File: config.mk
export PLATFORM = sky130hd
export DESIGN_NAME = ldlp_core
export DESIGN_NICKNAME = d
export VERILOG_FILES = /design/src/pkg/ldlp_pkg.sv /design/src/ldlp_core.sv
export SDC_FILE = /design/constraint.sdc
export NUM_CORES = 1
export LEC_CHECK = 0
export ABC_AREA = 1
export BUFFER_PORTS_ARGS = -buffer_cell sky130_fd_sc_hd__buf_2
export CAP_MARGIN = 30
export CORE_UTILIZATION = 40
export CTS_BUF_LIST = sky130_fd_sc_hd__clkbuf_2
export CTS_CLUSTER_SIZE = 12
export DETAILED_ROUTE_END_ITERATION = 10
export PLACE_DENSITY_LB_ADDON = 0.12
export SYNTH_ARGS = -nofsm -noshare
export SYNTH_HDL_FRONTEND = slang
export SYNTH_SLANG_ARGS = --single-unit
File: constraint.sdc
create_clock -name core_clk -period 2.8 [get_ports core_clk]
set_clock_uncertainty 0.2 [all_clocks]
set_input_delay 0.14 -clock core_clk [delete_from_list [all_inputs] [get_ports core_clk]]
set_output_delay 0.14 -clock core_clk [all_outputs]
set_load 0.02 [all_outputs]
File: src/pkg/ldlp_pkg.sv
// constants for the line diagnostic loopback and pattern block
package ldlp_pkg;
  // apb register byte offsets
  localparam logic [7:0] CTRL_OFF = 8'h00;
  localparam logic [7:0] IRQ_CLR_OFF = 8'h04;
  localparam logic [7:0] STATUS_OFF = 8'h08;
  // control register fields
  localparam int LOCAL_LOOP_BIT = 0;
  localparam int ANALOG_LOOP_BIT = 1;
  localparam int REMOTE_LOOP_BIT = 2;
  localparam int ALL_ONES_BIT = 3;
  localparam int PAT_SEL_LOW_BIT = 4;
  localparam int PAT_SEL_HIGH_BIT = 5;
  localparam int JA_ENABLE_BIT = 6;
  localparam int E1_MODE_BIT = 7;
  localparam int EDGE_SEL_BIT = 8;
  localparam int UNIPOLAR_BIT = 9;
  localparam int CODERS_EN_BIT = 10;
  localparam int CTRL_W = 11;
  localparam logic [CTRL_W-1:0] CTRL_RST = 11'h000;
  // status and interrupt clear register fields
  localparam int SYNC_STAT_BIT = 0;
  localparam int TRANSITION_BIT = 1;
  localparam int IRQ_CLR_BIT = 0;
  // synchronised pin vector positions
  localparam int PIN_HOST = 0;
  localparam int PIN_LL_HI = 1;
  localparam int PIN_LL_MID = 2;
  localparam int PIN_RL_HI = 3;
  localparam int PIN_AO_HI = 4;
  localparam int PIN_AO_MID = 5;
  localparam int PIN_JA_EN = 6;
  localparam int PIN_TX_CLK = 7;
  localparam int PIN_TX_POS = 8;
  localparam int PIN_TX_NEG = 9;
  localparam int PIN_RX_CLK = 10;
  localparam int PIN_RX_POS = 11;
  localparam int PIN_RX_NEG = 12;
  localparam int PIN_LER = 13;
  localparam int PIN_VIOL = 14;
  localparam int PIN_LOS = 15;
  localparam int PIN_RX_VIOL = 16;
  localparam int PIN_W = 17;
  // pattern generator and detector figures
  localparam int PRBS_W = 20;
  localparam logic [19:0] PRBS_SEED = 20'h00001;
  localparam logic [4:0] JAM_ZEROS = 5'h0e;
  localparam logic [6:0] SYNC_WIN_LAST = 7'h7f;
  localparam logic [7:0] SYNC_GAIN_LIMIT = 8'h04;
  localparam logic [7:0] SYNC_LOSS_LIMIT = 8'h04;
  // master clock fallback timing, in core clock cycles
  localparam int TXCLK_LOSS_CYCLES = 64;
  localparam int MCLK_HALF_CYCLES = 65;
endpackage

File: src/ldlp_core.sv
// line diagnostic loopback, all-ones, test pattern generator and detector
// Notes on behaviour
// local loop: receiver inhibited, transmit to receive
// in local loop attenuator select only enables
// local loop still transmits data or ones
// other party requests local loop by pin/bit
// analog loop feeds transmit back to receiver
// analog loop from midrange pin or bit
// analog loop overrides all other loops
// remote loop retransmits receive data, rx clock
// other party requests remote loop by pin/bit
// local plus remote gives dual loop
// all ones ignores rails, master clock fallback
// remote loop suppresses all ones
// other party starts all ones by pin/bit
// t1 pattern 2^20-1, one after 14 zeros
// e1 pattern 2^15-1, output inverted
// pattern clocked by tx clock, else master
// error insert edge, deferred past jammed bit
// violation insert edge puts bipolar violation
// other party selects pattern by pin/bits
// sync when under four errors per 128
// bit error pulses detect output half cycle
// no sync or no signal holds output high
// interrupt on sync change, status and transition; interrupt raised only under host control
// mode pin chooses host or pin control
// write one clears, one held masks interrupt
`timescale 1ns/1ps
`default_nettype none
module ldlp_core #(
  parameter int LOSS_CYCLES = ldlp_pkg::TXCLK_LOSS_CYCLES,
  parameter int MCLK_HALF = ldlp_pkg::MCLK_HALF_CYCLES
) (
  input wire logic core_clk, // system clock, 200 MHz
  input wire logic rst, // synchronous reset, active high
  input wire logic psel, // apb select
  input wire logic penable, // apb access phase
  input wire logic pwrite, // apb direction
  input wire logic [7:0] paddr, // apb byte address
  input wire logic [31:0] pwdata, // apb write data
  output logic [31:0] prdata, // apb read data
  output logic pready, // apb ready
  output logic pslverr, // apb error on unmapped address
  input wire logic [16:0] pins_in, // asynchronous pins, see package positions
  output logic line_tx_pos, // positive rail towards line driver
  output logic line_tx_neg, // negative rail towards line driver
  output logic line_tx_clk, // clock towards line driver
  output logic rx_out_pos, // receive positive rail output
  output logic rx_out_neg, // receive negative rail output
  output logic rx_out_clk, // receive clock output
  output logic receiver_inhibit, // local loop, receiver off
  output logic analog_loop_en, // transmit outputs into receiver
  output logic ja_in_loop, // attenuator active in local loop path
  output logic pattern_detect_out_n, // pattern detect, active low
  output logic bipolar_violation_out, // violation report
  output logic pattern_irq // sync change interrupt under host control only, active high
);
  ////////////////////////////////////////////////////////////////////
  // pin synchronisers
  logic [16:0] pin_s1_r;
  logic [16:0] pin_s2_r;
  logic [16:0] pin_d_r;
  // two flops before any logic; third stage only for edge finding
  always_ff @(posedge core_clk) begin
    pin_s1_r <= pins_in;
    pin_s2_r <= pin_s1_r;
    pin_d_r <= pin_s2_r;
  end

  logic tx_rise, rx_rise, rx_fall, ler_rise, viol_rise;
  assign tx_rise = pin_s2_r[ldlp_pkg::PIN_TX_CLK] & ~pin_d_r[ldlp_pkg::PIN_TX_CLK];
  assign rx_rise = pin_s2_r[ldlp_pkg::PIN_RX_CLK] & ~pin_d_r[ldlp_pkg::PIN_RX_CLK];
  assign rx_fall = ~pin_s2_r[ldlp_pkg::PIN_RX_CLK] & pin_d_r[ldlp_pkg::PIN_RX_CLK];
  assign ler_rise = pin_s2_r[ldlp_pkg::PIN_LER] & ~pin_d_r[ldlp_pkg::PIN_LER];
  assign viol_rise = pin_s2_r[ldlp_pkg::PIN_VIOL] & ~pin_d_r[ldlp_pkg::PIN_VIOL];

  ////////////////////////////////////////////////////////////////////
  // apb registers
  logic [ldlp_pkg::CTRL_W-1:0] ctrl_r;
  logic irq_clr_r;
  logic sync_r;
  logic transition_r;
  logic setup, access_wr, clr_cmd;
  assign setup = psel & ~penable;
  assign access_wr = psel & penable & pready & pwrite;
  assign clr_cmd = access_wr & (paddr == ldlp_pkg::IRQ_CLR_OFF) & pwdata[ldlp_pkg::IRQ_CLR_BIT];

  // no wait state: answer prepared in setup, ready in access
  always_ff @(posedge core_clk) begin
    if (rst) begin
      pready <= 1'b0;
      pslverr <= 1'b0;
      prdata <= 32'h0000_0000;
    end else if (setup) begin
      pready <= 1'b1;
      pslverr <= ~(paddr == ldlp_pkg::CTRL_OFF || paddr == ldlp_pkg::IRQ_CLR_OFF ||
                   paddr == ldlp_pkg::STATUS_OFF);
      prdata <= 32'h0000_0000;
      if (!pwrite) begin
        case (paddr)
          ldlp_pkg::CTRL_OFF: prdata <= {21'h000000, ctrl_r};
          ldlp_pkg::IRQ_CLR_OFF: prdata <= {31'h00000000, irq_clr_r};
          ldlp_pkg::STATUS_OFF: prdata <= {30'h00000000, transition_r, sync_r};
          default: prdata <= 32'h0000_0000;
        endcase
      end
    end else begin
      pready <= 1'b0;
      pslverr <= 1'b0;
    end
  end

  // control and clear registers
  always_ff @(posedge core_clk) begin
    if (rst) begin
      ctrl_r <= ldlp_pkg::CTRL_RST;
      irq_clr_r <= 1'b0;
    end else if (access_wr) begin
      if (paddr == ldlp_pkg::CTRL_OFF)
        ctrl_r <= pwdata[ldlp_pkg::CTRL_W-1:0];
      // held one masks
      if (paddr == ldlp_pkg::IRQ_CLR_OFF)
        irq_clr_r <= pwdata[ldlp_pkg::IRQ_CLR_BIT];
    end
  end

  ////////////////////////////////////////////////////////////////////
  // mode resolution
  logic host, ll_req, al_req, rl_req, ao_req, pat_mode, ja_en, e1, edge_sel;
  logic local_act, remote_act, ones_act;
  // host or pin control
  assign host = pin_s2_r[ldlp_pkg::PIN_HOST];
  // analog loop request
  assign al_req = host ? ctrl_r[ldlp_pkg::ANALOG_LOOP_BIT] : pin_s2_r[ldlp_pkg::PIN_LL_MID];
  assign ll_req = host ? ctrl_r[ldlp_pkg::LOCAL_LOOP_BIT] : pin_s2_r[ldlp_pkg::PIN_LL_HI];
  assign rl_req = host ? ctrl_r[ldlp_pkg::REMOTE_LOOP_BIT] : pin_s2_r[ldlp_pkg::PIN_RL_HI];
  assign ao_req = host ? ctrl_r[ldlp_pkg::ALL_ONES_BIT] : pin_s2_r[ldlp_pkg::PIN_AO_HI];
  // pattern selection
  assign pat_mode = host ? (~ctrl_r[ldlp_pkg::PAT_SEL_LOW_BIT] & ctrl_r[ldlp_pkg::PAT_SEL_HIGH_BIT])
                         : pin_s2_r[ldlp_pkg::PIN_AO_MID];
  assign ja_en = host ? ctrl_r[ldlp_pkg::JA_ENABLE_BIT] : pin_s2_r[ldlp_pkg::PIN_JA_EN];
  assign e1 = ctrl_r[ldlp_pkg::E1_MODE_BIT];
  // edge select exists only under host control
  assign edge_sel = host & ctrl_r[ldlp_pkg::EDGE_SEL_BIT];
  // analog loop wins
  assign local_act = ll_req & ~al_req;
  assign remote_act = rl_req & ~al_req;
  // remote inhibits ones
  assign ones_act = ao_req & ~remote_act;

  ////////////////////////////////////////////////////////////////////
  // transmit clock watchdog and master clock fallback
  logic [15:0] loss_cnt_r;
  logic [15:0] mdiv_r;
  logic mclk_r, tx_lost;
  assign tx_lost = (loss_cnt_r == 16'(LOSS_CYCLES));
  // loss count restarts on each tx clock rising edge
  always_ff @(posedge core_clk) begin
    if (rst)
      loss_cnt_r <= 16'h0000;
    else if (tx_rise)
      loss_cnt_r <= 16'h0000;
    else if (!tx_lost)
      loss_cnt_r <= loss_cnt_r + 16'h0001;
  end
  // free running divider stands in for the master clock
  always_ff @(posedge core_clk) begin
    if (rst) begin
      mdiv_r <= 16'h0000;
      mclk_r <= 1'b0;
    end else if (mdiv_r == 16'(MCLK_HALF - 1)) begin
      mdiv_r <= 16'h0000;
      mclk_r <= ~mclk_r;
    end else begin
      mdiv_r <= mdiv_r + 16'h0001;
    end
  end
  logic mclk_tick, gen_tick, line_tick;
  assign mclk_tick = (mdiv_r == 16'(MCLK_HALF - 1)) & ~mclk_r;
  // tx clock else master
  assign gen_tick = tx_lost ? mclk_tick : tx_rise;
  // remote loop runs at rx clock
  assign line_tick = remote_act ? rx_rise : gen_tick;

  ////////////////////////////////////////////////////////////////////
  // pattern generator and transmit selection
  logic [19:0] lfsr_r;
  logic [4:0] gen_zrun_r;
  logic pol_r, err_pend_r, viol_pend_r;
  logic gen_fb, gen_jam, gen_bit, err_apply, tx_bit, mark_viol;
  assign gen_fb = e1 ? (lfsr_r[14] ^ lfsr_r[13]) : (lfsr_r[19] ^ lfsr_r[16]);
  // force a one after fourteen zeros
  assign gen_jam = ~e1 & ~gen_fb & (gen_zrun_r >= ldlp_pkg::JAM_ZEROS);
  // e1 output inverted
  assign gen_bit = e1 ? ~gen_fb : (gen_fb | gen_jam);
  // no insertion on jammed bit
  assign err_apply = err_pend_r & ~gen_jam & pat_mode & ~ones_act;
  assign tx_bit = gen_bit ^ err_apply;
  assign mark_viol = viol_pend_r & tx_bit & pat_mode & ~ones_act;

  // pending inserts: a new edge wins over the clear
  always_ff @(posedge core_clk) begin
    if (rst) begin
      err_pend_r <= 1'b0;
      viol_pend_r <= 1'b0;
    end else begin
      err_pend_r <= (err_pend_r & ~(gen_tick & err_apply)) | (ler_rise & pat_mode);
      viol_pend_r <= (viol_pend_r & ~(gen_tick & mark_viol)) | (viol_rise & pat_mode);
    end
  end

  // generator state advances on every generator tick
  always_ff @(posedge core_clk) begin
    if (rst) begin
      lfsr_r <= ldlp_pkg::PRBS_SEED;
      gen_zrun_r <= 5'h00;
    end else if (gen_tick) begin
      lfsr_r <= {lfsr_r[18:0], gen_fb};
      gen_zrun_r <= gen_bit ? 5'h00 : gen_zrun_r + 5'h01;
    end
  end

  // line outputs; marks alternate unless a violation is due
  always_ff @(posedge core_clk) begin
    if (rst) begin
      line_tx_pos <= 1'b0;
      line_tx_neg <= 1'b0;
      pol_r <= 1'b0;
    end else if (line_tick) begin
      if (remote_act) begin
        // coders bypassed, rx data resent
        line_tx_pos <= pin_s2_r[ldlp_pkg::PIN_RX_POS];
        line_tx_neg <= pin_s2_r[ldlp_pkg::PIN_RX_NEG];
      end else if (ones_act) begin
        // continuous ones, rails ignored
        line_tx_pos <= ~pol_r;
        line_tx_neg <= pol_r;
        pol_r <= ~pol_r;
      end else if (pat_mode) begin
        // repeat polarity for violation
        line_tx_pos <= tx_bit & (mark_viol ? pol_r : ~pol_r);
        line_tx_neg <= tx_bit & (mark_viol ? ~pol_r : pol_r);
        if (tx_bit && !mark_viol)
          pol_r <= ~pol_r;
      end else begin
        // transmit inputs pass, local loop too
        line_tx_pos <= pin_s2_r[ldlp_pkg::PIN_TX_POS];
        line_tx_neg <= pin_s2_r[ldlp_pkg::PIN_TX_NEG];
      end
    end
  end

  // line clock follows whichever source times the data
  always_ff @(posedge core_clk) begin
    if (rst)
      line_tx_clk <= 1'b0;
    else if (remote_act)
      line_tx_clk <= pin_s2_r[ldlp_pkg::PIN_RX_CLK];
    else
      line_tx_clk <= tx_lost ? mclk_r : pin_s2_r[ldlp_pkg::PIN_TX_CLK];
  end

  ////////////////////////////////////////////////////////////////////
  // receive outputs and loop steering
  always_ff @(posedge core_clk) begin
    if (rst) begin
      rx_out_pos <= 1'b0;
      rx_out_neg <= 1'b0;
      rx_out_clk <= 1'b0;
      receiver_inhibit <= 1'b0;
      analog_loop_en <= 1'b0;
      ja_in_loop <= 1'b0;
    end else begin
      // transmit side appears at receive
      // dual loop keeps both directions
      rx_out_pos <= local_act ? pin_s2_r[ldlp_pkg::PIN_TX_POS] : pin_s2_r[ldlp_pkg::PIN_RX_POS];
      rx_out_neg <= local_act ? pin_s2_r[ldlp_pkg::PIN_TX_NEG] : pin_s2_r[ldlp_pkg::PIN_RX_NEG];
      rx_out_clk <= local_act ? pin_s2_r[ldlp_pkg::PIN_TX_CLK] : pin_s2_r[ldlp_pkg::PIN_RX_CLK];
      receiver_inhibit <= local_act;
      // transmit outputs into receiver
      analog_loop_en <= al_req;
      // select only enables here
      ja_in_loop <= local_act & ja_en;
    end
  end

  ////////////////////////////////////////////////////////////////////
  // receive pattern detector, self synchronising on rx clock
  logic [19:0] hist_r;
  logic [4:0] det_zrun_r;
  logic [6:0] win_r;
  logic [7:0] errs_r;
  logic rx_raw, rx_bit, det_pred, det_jam, det_err, win_end;
  assign rx_raw = pin_s2_r[ldlp_pkg::PIN_RX_POS] | pin_s2_r[ldlp_pkg::PIN_RX_NEG];
  assign rx_bit = e1 ? ~rx_raw : rx_raw;
  assign det_pred = e1 ? (hist_r[14] ^ hist_r[13]) : (hist_r[19] ^ hist_r[16]);
  assign det_jam = ~e1 & ~det_pred & (det_zrun_r >= ldlp_pkg::JAM_ZEROS);
  assign det_err = det_jam ? ~rx_bit : (rx_bit != det_pred);
  assign win_end = rx_rise & (win_r == ldlp_pkg::SYNC_WIN_LAST);

  // history takes the line bit; a jammed one is replaced by the prediction
  always_ff @(posedge core_clk) begin
    if (rst) begin
      hist_r <= 20'h00000;
      det_zrun_r <= 5'h00;
    end else if (rx_rise && pat_mode) begin
      hist_r <= {hist_r[18:0], det_jam ? det_pred : rx_bit};
      det_zrun_r <= rx_raw ? 5'h00 : det_zrun_r + 5'h01;
    end
  end

  logic [7:0] errs_now;
  assign errs_now = errs_r + {7'h00, det_err};
  // 128 bit window error tally
  always_ff @(posedge core_clk) begin
    if (rst || !pat_mode) begin
      win_r <= 7'h00;
      errs_r <= 8'h00;
      sync_r <= 1'b0;
    end else if (rx_rise) begin
      win_r <= win_r + 7'h01;
      errs_r <= win_end ? 8'h00 : errs_now;
      if (win_end && !sync_r && errs_now < ldlp_pkg::SYNC_GAIN_LIMIT)
        sync_r <= 1'b1;
      // more than four drops sync
      else if (win_end && sync_r && errs_now > ldlp_pkg::SYNC_LOSS_LIMIT)
        sync_r <= 1'b0;
    end
  end

  ////////////////////////////////////////////////////////////////////
  // detect output: steady high unless in sync with no loss of signal, half cycle error pulses
  logic locked, pulse_r, late_err_r;
  assign locked = sync_r & ~pin_s2_r[ldlp_pkg::PIN_LOS];
  // pulse phase set by edge select
  always_ff @(posedge core_clk) begin
    if (rst) begin
      pulse_r <= 1'b0;
      late_err_r <= 1'b0;
    end else if (rx_rise) begin
      pulse_r <= ~edge_sel & locked & det_err;
      late_err_r <= edge_sel & locked & det_err;
    end else if (rx_fall) begin
      pulse_r <= late_err_r;
      late_err_r <= 1'b0;
    end
  end
  // no lock holds output high
  always_ff @(posedge core_clk) begin
    if (rst)
      pattern_detect_out_n <= 1'b1;
    else
      pattern_detect_out_n <= ~locked | pulse_r;
  end
  // violation report only while out of lock, if coding allows it
  always_ff @(posedge core_clk) begin
    if (rst)
      bipolar_violation_out <= 1'b0;
    else
      bipolar_violation_out <= ~locked & pin_s2_r[ldlp_pkg::PIN_RX_VIOL] &
                               (ctrl_r[ldlp_pkg::UNIPOLAR_BIT] | ctrl_r[ldlp_pkg::CODERS_EN_BIT]);
  end

  ////////////////////////////////////////////////////////////////////
  // sync transition flag and interrupt
  logic sync_d_r;
  // change sets, set beats clear
  always_ff @(posedge core_clk) begin
    if (rst) begin
      sync_d_r <= 1'b0;
      transition_r <= 1'b0;
      pattern_irq <= 1'b0;
    end else begin
      sync_d_r <= sync_r;
      transition_r <= (sync_r != sync_d_r) | (transition_r & ~clr_cmd);
      pattern_irq <= host & transition_r & ~irq_clr_r;
    end
  end
endmodule
`default_nettype wire

* Word level (Yosys, flattened, before mapping)
Cells that the tools add are included.
Storage, ports and cells: bits in registers 213, input port bits 62, output and inout bits 46
Operators by class: add/subtract/negate cells 6, magnitude comparators 4, eq/ne operators 7, multiplexer cells 42, bitwise gates (word level) 86, reductions and logical operators 24
Operators with widths (count):
- bitwise AND 1 bit | 47
- two-way mux 1 bit | 37
- case mux 11 bit (3 select lines) | 1
- adder 16 x 1 -> 16 bit, second input constant | 2
- equality test 16 x 7 -> 1 bit, second input constant | 2
- inverter 1 bit | 27
- two-way mux 11 bit | 1
- adder 5 x 1 -> 5 bit, second input constant | 2
- >= comparator 5 x 4 -> 1 bit, second input constant | 2
- two-way mux 5 bit | 2
- adder 8 x 1 -> 8 bit | 1
- equality test 8 x 3 -> 1 bit, second input constant | 1
- equality test 8 x 4 -> 1 bit, second input constant | 1
- greater-than comparator 8 x 3 -> 1 bit, second input constant | 1
- logical NOT 8 bit | 1
- < comparator 8 x 3 -> 1 bit, second input constant | 1
- two-way mux 8 bit | 1
- nonzero test 2 bit | 4
- adder 7 x 1 -> 7 bit, second input constant | 1
- equality test 7 bit, second input constant | 1
- OR 1 bit | 7
- logical AND 1 bit | 6
- AND reduction 2 bit | 3
- OR reduction 2 bit | 3
- 5 further kinds | 14

* Longest topological paths before layout
Gate-level depths: netlist (run 1).
depth in word-level cells 18, mapped depth 16, mapped depth without buffers 16

* Least setup slack after synthesis (run 1)
No wires, ideal clock.
kind reg2reg, from register det_zrun_r[0], to register sync_r, data arrival time 2323 ps, required time 2514 ps, slack 192 ps, stages on the path, launching flop included 16, cell sequence dfxtp_1 > inv_1 > ha_1 > nor2_1 > nor2_1 > o21bai_1 > nand2_1 > xnor2_1 > inv_1 > ha_1 > ha_1 > o21ai_0 > nor2_1 > nor4_1 > nand3b_1 > a211oi_1
Between the ends: longest elaborated chain between the ends 8, elaborated cells on any way between the ends 11, classes of those cells add/sub: 1; order compare: 3; mux: 2; bitwise: 1; reduce/logical: 4
Ends and longest elaborated chain:
- start: declaration | RTL line ldlp_core.sv:290 | logic [4:0] det_zrun_r;
- start signal: assignment | RTL line ldlp_core.sv:308 | det_zrun_r <= rx_raw ? 5'h00 : det_zrun_r + 5'h01;
- >= comparator 5 x 4 -> 1 bit * | RTL line ldlp_core.sv:297 | assign det_jam = ~e1 & ~det_pred & (det_zrun_r >= ldlp_pkg::JAM_ZEROS);
- bitwise AND 1 bit * | RTL line ldlp_core.sv:297
- two-way mux 1 bit * | RTL line ldlp_core.sv:298 | assign det_err = det_jam ? ~rx_bit : (rx_bit != det_pred);
- adder 8 x 1 -> 8 bit * | RTL line ldlp_core.sv:313 | assign errs_now = errs_r + {7'h00, det_err};
- < comparator 8 x 3 -> 1 bit / greater-than comparator 8 x 3 -> 1 bit (equally long branches) | RTL line ldlp_core.sv:323, ldlp_core.sv:326
- logical AND 1 bit (on tied branches) | RTL line ldlp_core.sv:323, ldlp_core.sv:326
- nonzero test 2 bit (no line)
- AND reduction 2 bit (no line)
- end signal: assignment | RTL line ldlp_core.sv:319 | sync_r <= 1'b0;
- end signal: assignment | RTL line ldlp_core.sv:324 | sync_r <= 1'b1;
- end signal: assignment | RTL line ldlp_core.sv:327 | sync_r <= 1'b0;
- end: declaration | RTL line ldlp_core.sv:81 | logic sync_r;
Mark *: on every way between the ends. The rest lies on a longest branch, timed or not. A chain may end at the register's enable or synchronous reset.

* Worst setup path after layout (run 1)
from input port paddr[0], to register prdata[0]
Between the ends: longest elaborated chain between the ends 3, elaborated cells on any way between the ends 5, classes of those cells eq/ne: 2; mux: 2; reduce/logical: 1
Ends and longest elaborated chain:
- start: declaration | RTL line ldlp_core.sv:39 | input wire logic [7:0] paddr,
- equality test 8 x 4 -> 1 bit, or another cell as far along | RTL line ldlp_core.sv:100 | case (paddr)
- case mux 11 bit (3 select lines) * | RTL line ldlp_core.sv:100
- two-way mux 11 bit * | RTL line ldlp_core.sv:99 | if (!pwrite) begin
- end signal: assignment | RTL line ldlp_core.sv:101 | ldlp_pkg::CTRL_OFF: prdata <= {21'h000000, ctrl_r};
- end signal: assignment | RTL line ldlp_core.sv:102 | ldlp_pkg::IRQ_CLR_OFF: prdata <= {31'h00000000, irq_clr_r};
- end signal: assignment | RTL line ldlp_core.sv:103 | ldlp_pkg::STATUS_OFF: prdata <= {30'h00000000, transition_r, sync_r};
- end: declaration | RTL line ldlp_core.sv:41 | output logic [31:0] prdata,
Marked as above.

==> results of run 1 <==
power by group through the flow:
stage | logic [mW] | registers [mW] | clock network (mW)
CTS | 0.372 | 2.69 | 1.38
detailed placement | 0.293 | 2.74 | 0
finish | 0.380 | 2.69 | 1.32
global placement | 0.293 | 2.74 | 0
global route | 0.425 | 2.70 | 1.49
floorplan | 0.215 | 2.74 | 0
metal layers:
layer	vias up	share of wire, %
li1	3301	-
met1	2826	47
met2	108	48
met3	22	3.3
met4	0	1.7
met5	-	0
sequential cells by signal (all words and copies together) (netlist names), 4 cells and up:
signal	cells
errs_r	8
prdata	11
gen_zrun_r	5
hist_r	20
pin_s1_r	17
mdiv_r	16
lfsr_r	20
pin_s2_r	17
loss_cnt_r	16
win_r	7
pin_d_r	4
ctrl_r	11
det_zrun_r	5
placed cells by master, fill, tap and decap left out, drive strengths merged:
master        count
mux2i             1
ha               12
clkinv            7
o32ai             2
nor3             25
nor4              3
xor2              9
or2               4
nand4            14
clkinvlp          2
nand3            43
and3              1
o21ai            64
dlymetal6s4s      1
a211oi            6
a2bb2oi           1
nor3b             4
diode             2
o21a              1
nor2            130
o31ai             1
and2              1
clkbuf           17
o2111a            1
dfxtp           181
nand2           164
xnor2             6
a21oi            86
inv             106
dlygate4sd3     109
o21bai            3
buf              87
a31oi             2
nand3b            1
conb             21
path summary, 6_finish.rpt:
kind                               startpoint     endpoint  slack, ps  cells past startpoint
worst max-delay path                 paddr[0]    prdata[0]       -130                     12
worst min-delay path                      rst     win_r[4]         90                      5
worst max register to register  det_zrun_r[0]       sync_r         70                     16
worst min register to register    pin_s1_r[6]  pin_s2_r[6]        150                      0
cell usage after synthesis, drive strengths merged, types with 6 or more instances:
master and number:
dfxtp 181, nand2 164, nor2 130, inv 99, a21oi 86, o21ai 64, nand3 43, buf 30
nor3 25, clkbuf 17, nand4 14, ha 12, xor2 9, a211oi 6, xnor2 6
stage by stage:
step / setup TNS (ps) / setup WS (ps) / cell area (µm²)
3_3_place_gp: 0 / 43.4 / 7710
6_report: -127 / -127 / 9190
2_1_floorplan: 0 / 192 / 7260
3_5_place_dp: 0 / 54.6 / 7710
4_1_cts: 0 / 5.58 / 9070
5_1_grt: -317 / -175 / 9190
final cells by class:
| cell class | instances | area (µm²) | share of cell area (%) |
|---|---|---|---|
| multi-input cells | 606 | 3060 | 33.3 |
| repair buffers | 197 | 1590 | 17.3 |
| diodes | 2 | 5.00 | 0.0544 |
| well taps | 225 | 282 | 3.06 |
| clock buffers | 17 | 85.1 | 0.926 |
| clock inverters | 15 | 161 | 1.76 |
| flip-flops and latches | 181 | 3620 | 39.4 |
| inverters | 100 | 378 | 4.11 |
worst reg2reg max path, stage by stage (launching register included):
cell      delay, ps
dfxtp_2         400
inv_2            40
ha_2            160
nor2_1           90
nor2_1           50
o21bai_1        160
nand2_1         110
xnor2_2         200
inv_2            60
ha_4            180
ha_4            170
nand2_4          80
nor2_4           40
xor2_2          150
nor4_2          220
nand3b_1        140
a211oi_2        220
logic make-up (layout without fill, tap and decap cells):
| group | count (synthesis) | in the layout |
|---|---|---|
| and+or+nand+nor | 390 | 390 |
| DFF | 181 | 181 |
| AOI/OAI and AO/OA | 167 | 167 |
| buffers and inverters | 147 | 329 |
| xor gates and xnor gates | 15 | 15 |
| adders and majority gates | 12 | 12 |
| other | 1 | 23 |
| muxes | 1 | 1 |
what timing repair did:
item	in CTS	in global routing
pin swaps	0	9
endpoints found under the hold margin	111	0
gates resized for setup	2	23
setup buffers	0	4
hold buffers	111	0
setup endpoints to repair	1	7
==> flow_summary.toml, run 1 <==
[floorplan]
dieArea_mm2 = 0.0185
die_h_um = 136
chipWidth_um = 136
row_count = 48
design.core.area_mm2 = 0.0174
ios = 108
initial_utilization_pct = 41.2

[synth]
avgSynthCellArea_um2 = 7.86
synthAdderAreaFrac_pct = 2.09
async_flop_share_pct = 0
synth_largest_area_cell = "dfxtp_1"
synth-seq-cells = 181
synth_top_cell_area_share_pct = 50.4
synth-compound-area-share_pct = 12.4
syn_inst = 914
synth_xor_area_share_pct = 1.83
yosysWarnings = 0
synthTopCellsByArea = "dfxtp_1 (50%), nand2_1 (8.1%), nor2_1 (6.5%), a21oi_1 (6.0%), inv_1 (4.6%)"
synth_area_mm2 = 0.00718
synth_top_family_by_area = "simple AND/OR/NAND/NOR gates"
yosys.area_share.simple_pct = 23.8
synth_cell_types = 44
postSynth.topFlopCell = "dfxtp_1"
synth-edff-count = 0
yosysSeqAreaShare_pct = 50.4
synthMuxAreaShare_pct = 0.139

[critical_path]
worstPathMaxFanout = 3
crit_path_start_kind = "input port"
path_cells = "dlygate4sd3_1 > buf_2 > nor2_1 > nand3_1 > dlygate4sd3_1 > nor2_2 > nor3_1 > nor3_1 > dlygate4sd3_1 > nand2_1 > dlygate4sd3_1 > a21oi_1"
cp_slowest_cell = "dlygate4sd3_1"
cp.arrival_ps = 3420
setup.worst_path.end_class = "register"
crit_buf_inv = 5
slowest_delay_ps = 630
cpMostUsedCell = "dlygate4sd3_1"
critical-path-top-delay-family = "buffers and inverters"
cp.required_ps = 3290
path_class = "in -> reg"

[sta]
fin_crit_sh_pct = 105
slew_violations = 0
period_minus_slack_ps = 2930
whs_ps = 88.4
tightest_slew_ps = 687
max_freq_ghz = 0.342
rsz0062_at_grt = "true"
hold_violations = 0
setup_viol = 1
max_slew_margin_pct = 54.2
worst_slack_ps = -127

[clock_network]
cts_sinks = 181
htreeDepth = 4
cts_buffer_depth = 2
clock_latency_ps = 760
cts_made_buffers = 17
clk_pin_slew_worst_paths_ps = 280
cts_tree = "done"
ctsRootBufferMaster = "clkbuf_2"

[grt]
use_met2_pct = 29.8
use_met1_pct = 23.6
grt_pass1_wl_mm = 26.9
grt_usage_pct = 18.4
antenna_found_initial = 1
top_usage_layer = "met2"
grtUsageMet3_pct = 4.36
grt_pass1_vias = 5837
grt_remaining_overflow = 0
grt_max_degree = 43

[finish]
nets = 1177
final_layout_size_suffix_gt1_share_pct = 15.2
instances_no_fill = 1343
utilization_pct = 52.8
syn_to_final_growth_pct = 28.0
fillers = 1686

[route]
wl_per_cell_um = 12.0
post-route-drc-count = 0
vias_per_cell = 4.66
drt_pass1_iterations = 5
routed_wl_mm = 16.1
drtIter0Drc = 334
via_count = 6257
ant_nets = 0

[power_and_ir_drop]
p_int_mw = 3.12
power_leakage_nw = 3.90
combPwrFrac_pct = 8.6
max-vdd-ir-drop_mv = 0.343
switching_share_pct = 29.0
p_seq_share_pct = 61.3
total_power_mw = 4.39
clkPwrFrac_pct = 30.1
p_sw_mw = 1.27
power_density_mw_per_mm2 = 478

[run]
maxCapViolCount = 0

[run_status]
violations = "negative setup slack"
status = "complete, but fails checks"

[placement]
dp_hpwl_mm = 10.2
io_buffer_count = 65
dpl.cell_count = 1195
gp_congestion = 0.824

[min_path]
hold_class = "in -> reg"
No activity file was read; power rests on OpenSTA's default activity.
==> inputs of run 2 (changes only) <==
Settings changed: CORE_MARGIN set to 2.
==> flow_summary.toml, run 2 (same netlist as run 1, synthesis figures left out) <==
[clock_network]
ctsRootBufferMaster = "clkbuf_2"
cts_tree = "done"
htreeDepth = 4
cts_sinks = 181
clock_latency_ps = 760
cts_made_buffers = 17
clk_pin_slew_worst_paths_ps = 240
cts_buffer_depth = 2

[floorplan]
row_count = 49
design.core.area_mm2 = 0.0178
initial_utilization_pct = 40.4
chipWidth_um = 138
die_h_um = 138
dieArea_mm2 = 0.0190
ios = 108

[critical_path]
setup.worst_path.end_class = "register"
timing.rr.start = "hist_r[16]"
worstPathMaxFanout = 2
crit_path_start_kind = "input port"
slowest_delay_ps = 570
cp.arrival_ps = 3160
cp.required_ps = 3300
path_cells = "dlygate4sd3_1 > buf_2 > inv_1 > nand3_1 > dlygate4sd3_1 > nor2_2 > buf_4 > nand2_1 > dlygate4sd3_1 > o21ai_0 > dlygate4sd3_1 > nand2_1 > a21oi_1"
r2r_setup_slack_ps = 140
r2r_cells = 14
path_class = "in -> reg"
cpMostUsedCell = "dlygate4sd3_1"
crit_buf_inv = 7
critical-path-top-delay-family = "buffers and inverters"
cp_slowest_cell = "dlygate4sd3_1"
r2r-end = "sync_r"

[run]
maxCapViolCount = 0

[finish]
nets = 1176
syn_to_final_growth_pct = 28.6
final_common_cell = "dfxtp_1"
fin_area_mm2 = 0.00924
final_layout_size_suffix_gt1_share_pct = 15.3
fillers = 1737
reg.largest.list = "hist_r x20, lfsr_r x20"
seqCellArea_mm2 = 0.00362
final_cell_mix = "dfxtp_1 (180), nand2_1 (153), nor2_1 (122)"
multi_input_area_mm2 = 0.00307

[power_and_ir_drop]
p_sw_mw = 1.17
max-vdd-ir-drop_mv = 0.286
combPwrFrac_pct = 8.2
p_seq_share_pct = 58.5
power_leakage_nw = 3.92
power_density_mw_per_mm2 = 497
clkPwrFrac_pct = 33.2
switching_share_pct = 25.4
p_int_mw = 3.42
total_power_mw = 4.59

[run_status]
status = "finished clean"

[route]
ant_nets = 0
routed_wl_mm = 15.8
drtIter0Drc = 426
wl_per_cell_um = 11.8
post-route-drc-count = 0
vias_per_cell = 4.65
via_count = 6259
drt_pass1_iterations = 5

[grt]
grt_pass1_wl_mm = 26.2
antenna_found_initial = 1
grt_pass1_vias = 5644
grt_remaining_overflow = 0
grt_usage_pct = 16.6
grt_max_degree = 42

[sta]
hold_violations = 0
setup_viol = 0
max_freq_ghz = 0.375
fin_crit_sh_pct = 95.3
period_minus_slack_ps = 2670
max_slew_margin_pct = 62.4
tightest_slew_ps = 563
setup_tns_ps = 0
slew_violations = 0
worst_slack_ps = 131

[min_path]
hold_end = "prdata[8]"
holdPathStages = 10
hold_class = "in -> reg"
min-delay-start = "paddr[1]"

[placement]
gp_congestion = 0.822
io_buffer_count = 65
place_area_mm2 = 0.00771
dp_hpwl_mm = 10.3
dp_slack_ps = 42.2
==> run 2: changes by cell type in the layout (fill, tap and decap cells not counted), sizes merged <==
cell / previous run / this run
dlygate4sd3: 109 / 108
clkinvlp: 2 / 1
clkbuf: 17 / 18
inv: 106 / 104
bufinv: 0 / 4
clkinv: 7 / 5
==> run 2: area by class of cell <==
class | instances | share of cell area, %
tap | 229 | 3.10
multi-input combinational | 606 | 33.3
clock buffer | 18 | 0.975
timing repair buffer | 196 | 17.1
antenna | 2 | 0.0542
clock inverter | 14 | 2.11
sequential | 181 | 39.2
inverter | 100 | 4.09
==> run 2: routing by layer <==
layer / track usage [%] / vias to the layer above / wire length [µm] / part of all wire (%)
met1: 22.0 / 2865 / 7670 / 48
met3: 3.19 / 21 / 371 / 2.3
met4: 6.39 / 0 / 312 / 2.0
met2: 26.8 / 82 / 7460 / 47
li1: - / 3291 / - / -
met5: 0 / - / 0 / 0
==> run 2: through the flow <==
| stage | std cells | util, % | hold WS [ps] |
|---|---|---|---|
| 2_1_floorplan | 934 | - | -32.3 |
| 3_3_place_gp | 1198 | 43.3 | 42.9 |
| 3_5_place_dp | 1198 | 43.3 | 43.6 |
| 4_1_cts | 1341 | 51.2 | 59.2 |
| 5_1_grt | 1346 | 52.0 | 53.7 |
| 6_report | 1346 | 52.0 | 77.9 |
==> run 2: worst max path at each step <==
stage                             start        end  slack (ps)  cells after the start
after floorplan           det_zrun_r[0]     sync_r         190                     15
after global placement    det_zrun_r[0]     sync_r          70                     15
after detailed placement  det_zrun_r[0]     sync_r          40                     15
after CTS                      paddr[1]  prdata[0]          40                     14
after global routing         hist_r[16]     sync_r         -60                     14
final                          paddr[2]  prdata[1]         130                     13
==> run 2: worst register-to-register path: stages, from the launching register on <==
cell	delay, ps
dfxtp_1	370
inv_1	60
or2_2	280
nand3_2	70
o21bai_4	120
nand2_2	80
xnor2_2	200
inv_2	60
ha_4	180
ha_4	240
o21ai_1	110
nor2_1	70
nor4_2	200
nand3b_1	120
a211oi_2	220
==> run 2: what timing repair did <==
| item | in CTS | in global routing |
|---|---|---|
| hold buffers | 111 | 0 |
| setup buffers | 0 | 5 |
| endpoints found under the setup margin | 1 | 7 |
| gates resized for setup | 1 | 24 |
| pin swaps | 1 | 12 |
| hold endpoints to repair | 141 | 0 |
==> run 2: power by group through the flow <==
stage	combinational, mW	clock, mW	sequential [mW]
after CTS	0.370	1.58	2.69
final	0.377	1.53	2.69
after global routing	0.421	1.70	2.70
after detailed placement	0.291	0	2.74
after global placement	0.290	0	2.74
after floorplan	0.215	0	2.74
==> inputs of run 3 (changes only) <==
Settings changed: CELL_PAD_IN_SITES_DETAIL_PLACEMENT set to 0, CELL_PAD_IN_SITES_GLOBAL_PLACEMENT set to 1.
==> flow_summary.toml, run 3 (same netlist as run 1, synthesis figures left out) <==
[run_status]
status = "finished clean"

[sta]
max_slew_margin_pct = 60.1
setup_viol = 0
hold_violations = 0
worst_slack_ps = 52.5
setup_tns_ps = 0
period_minus_slack_ps = 2750
max_freq_ghz = 0.364
fin_crit_sh_pct = 98.1
tightest_slew_ps = 597
slew_violations = 0

[finish]
instances_no_fill = 1347
nets = 1178
final_layout_size_suffix_gt1_share_pct = 15.8
utilization_pct = 51.8
reg.largest.list = "hist_r x20, lfsr_r x20"
syn_to_final_growth_pct = 28.3
final_common_cell = "dfxtp_1"
final_cell_mix = "dfxtp_1 (180), nand2_1 (153), nor2_1 (121)"

[power_and_ir_drop]
power_leakage_nw = 3.87
power_density_mw_per_mm2 = 479
max-vdd-ir-drop_mv = 0.399

[floorplan]
design.core.area_mm2 = 0.0178
ios = 108
die_h_um = 138
dieArea_mm2 = 0.0190
initial_utilization_pct = 40.4
row_count = 49
chipWidth_um = 138

[clock_network]
cts_buffer_depth = 2
clk_pin_slew_worst_paths_ps = 300
htreeDepth = 4
cts_sinks = 181
clock_latency_ps = 730
ctsRootBufferMaster = "clkbuf_2"
cts_made_buffers = 17
cts_tree = "done"

[grt]
grt_usage_pct = 17.4
grt_remaining_overflow = 0
antenna_found_initial = 1
grt_max_degree = 41
grt_pass1_wl_mm = 27.5
grt_pass1_vias = 5817

[placement]
io_buffer_count = 65
dp_hpwl_mm = 10.5
gp_congestion = 0.783
dpl.cell_count = 1199
dp_slack_ps = -55.9

[critical_path]
cp.arrival_ps = 3250
worstPathMaxFanout = 3
crit_path_start_kind = "input port"
setup.worst_path.end_class = "register"
cp.required_ps = 3300
path_class = "in -> reg"

[route]
post-route-drc-count = 0
drt_pass1_iterations = 4
ant_nets = 0
vias_per_cell = 4.58
via_count = 6174
drtIter0Drc = 352
routed_wl_mm = 16.4
wl_per_cell_um = 12.2

[min_path]
hold_class = "reg -> reg"

[run]
maxCapViolCount = 0
[run 3: final timing paths]
path	from	to	slack, ps	depth (start not counted)
worst min register to register	pin_s1_r[4]	pin_s2_r[4]	150	0
worst max-delay path	paddr[0]	prdata[0]	50	12
worst max register to register	hist_r[19]	sync_r	100	13
worst min-delay path	pin_s1_r[4]	pin_s2_r[4]	150	0
[run 3: per-stage QoR]
| step | hold slack (ps) | total power [mW] | instance area, µm² |
|---|---|---|---|
| detailed placement | 43.6 | 3.03 | 7710 |
| global route | 112 | 4.66 | 9220 |
| floorplan | -32.3 | 2.95 | 7260 |
| global placement | 42.7 | 3.03 | 7710 |
| finish | 152 | 4.41 | 9220 |
| CTS | 86.3 | 4.48 | 9100 |
[run 3: cell type report]
cell class / instances / area [µm²]
multi-input cells: 606 / 3080
diodes: 1 / 2.50
clock buffers: 17 / 85.1
well taps: 229 / 287
flip-flops and latches: 181 / 3620
clock inverters: 15 / 161
repair buffers: 198 / 1600
inverters: 100 / 378
fillers: 1704 / 8560
[run 3: metal layers]
| layer | track usage [%] | vias up | routed length, µm |
|---|---|---|---|
| li1 | - | 3297 | - |
| met1 | 22.7 | 2786 | 7870 |
| met2 | 29.1 | 76 | 7810 |
| met3 | 3.98 | 15 | 455 |
| met4 | 4.94 | 0 | 238 |
| met5 | 0 | - | 0 |
[run 3: what timing repair did]
action | CTS | global route
pin swaps | 6 | 11
setup buffers | 1 | 5
endpoints found under the hold margin | 137 | 0
gates cloned | 0 | 0
gates resized for setup | 7 | 20
setup endpoints to repair | 1 | 8
hold buffers | 110 | 0
[run 3: critical path: stages]
cell and delay [ps]:
dlygate4sd3_1 530, buf_2 120, nor2_1 130, nand3_1 80
dlygate4sd3_1 570, nor2_2 150, nor3_1 100, nor3_1 140
dlygate4sd3_1 590, nand2_1 50, dlygate4sd3_1 550, a21oi_1 110
[run 3: power by group]
part,internal [mW],switching (mW)
Clock,0.363,0.980
Combinational,0.170,0.214
Sequential,2.65,0.0339
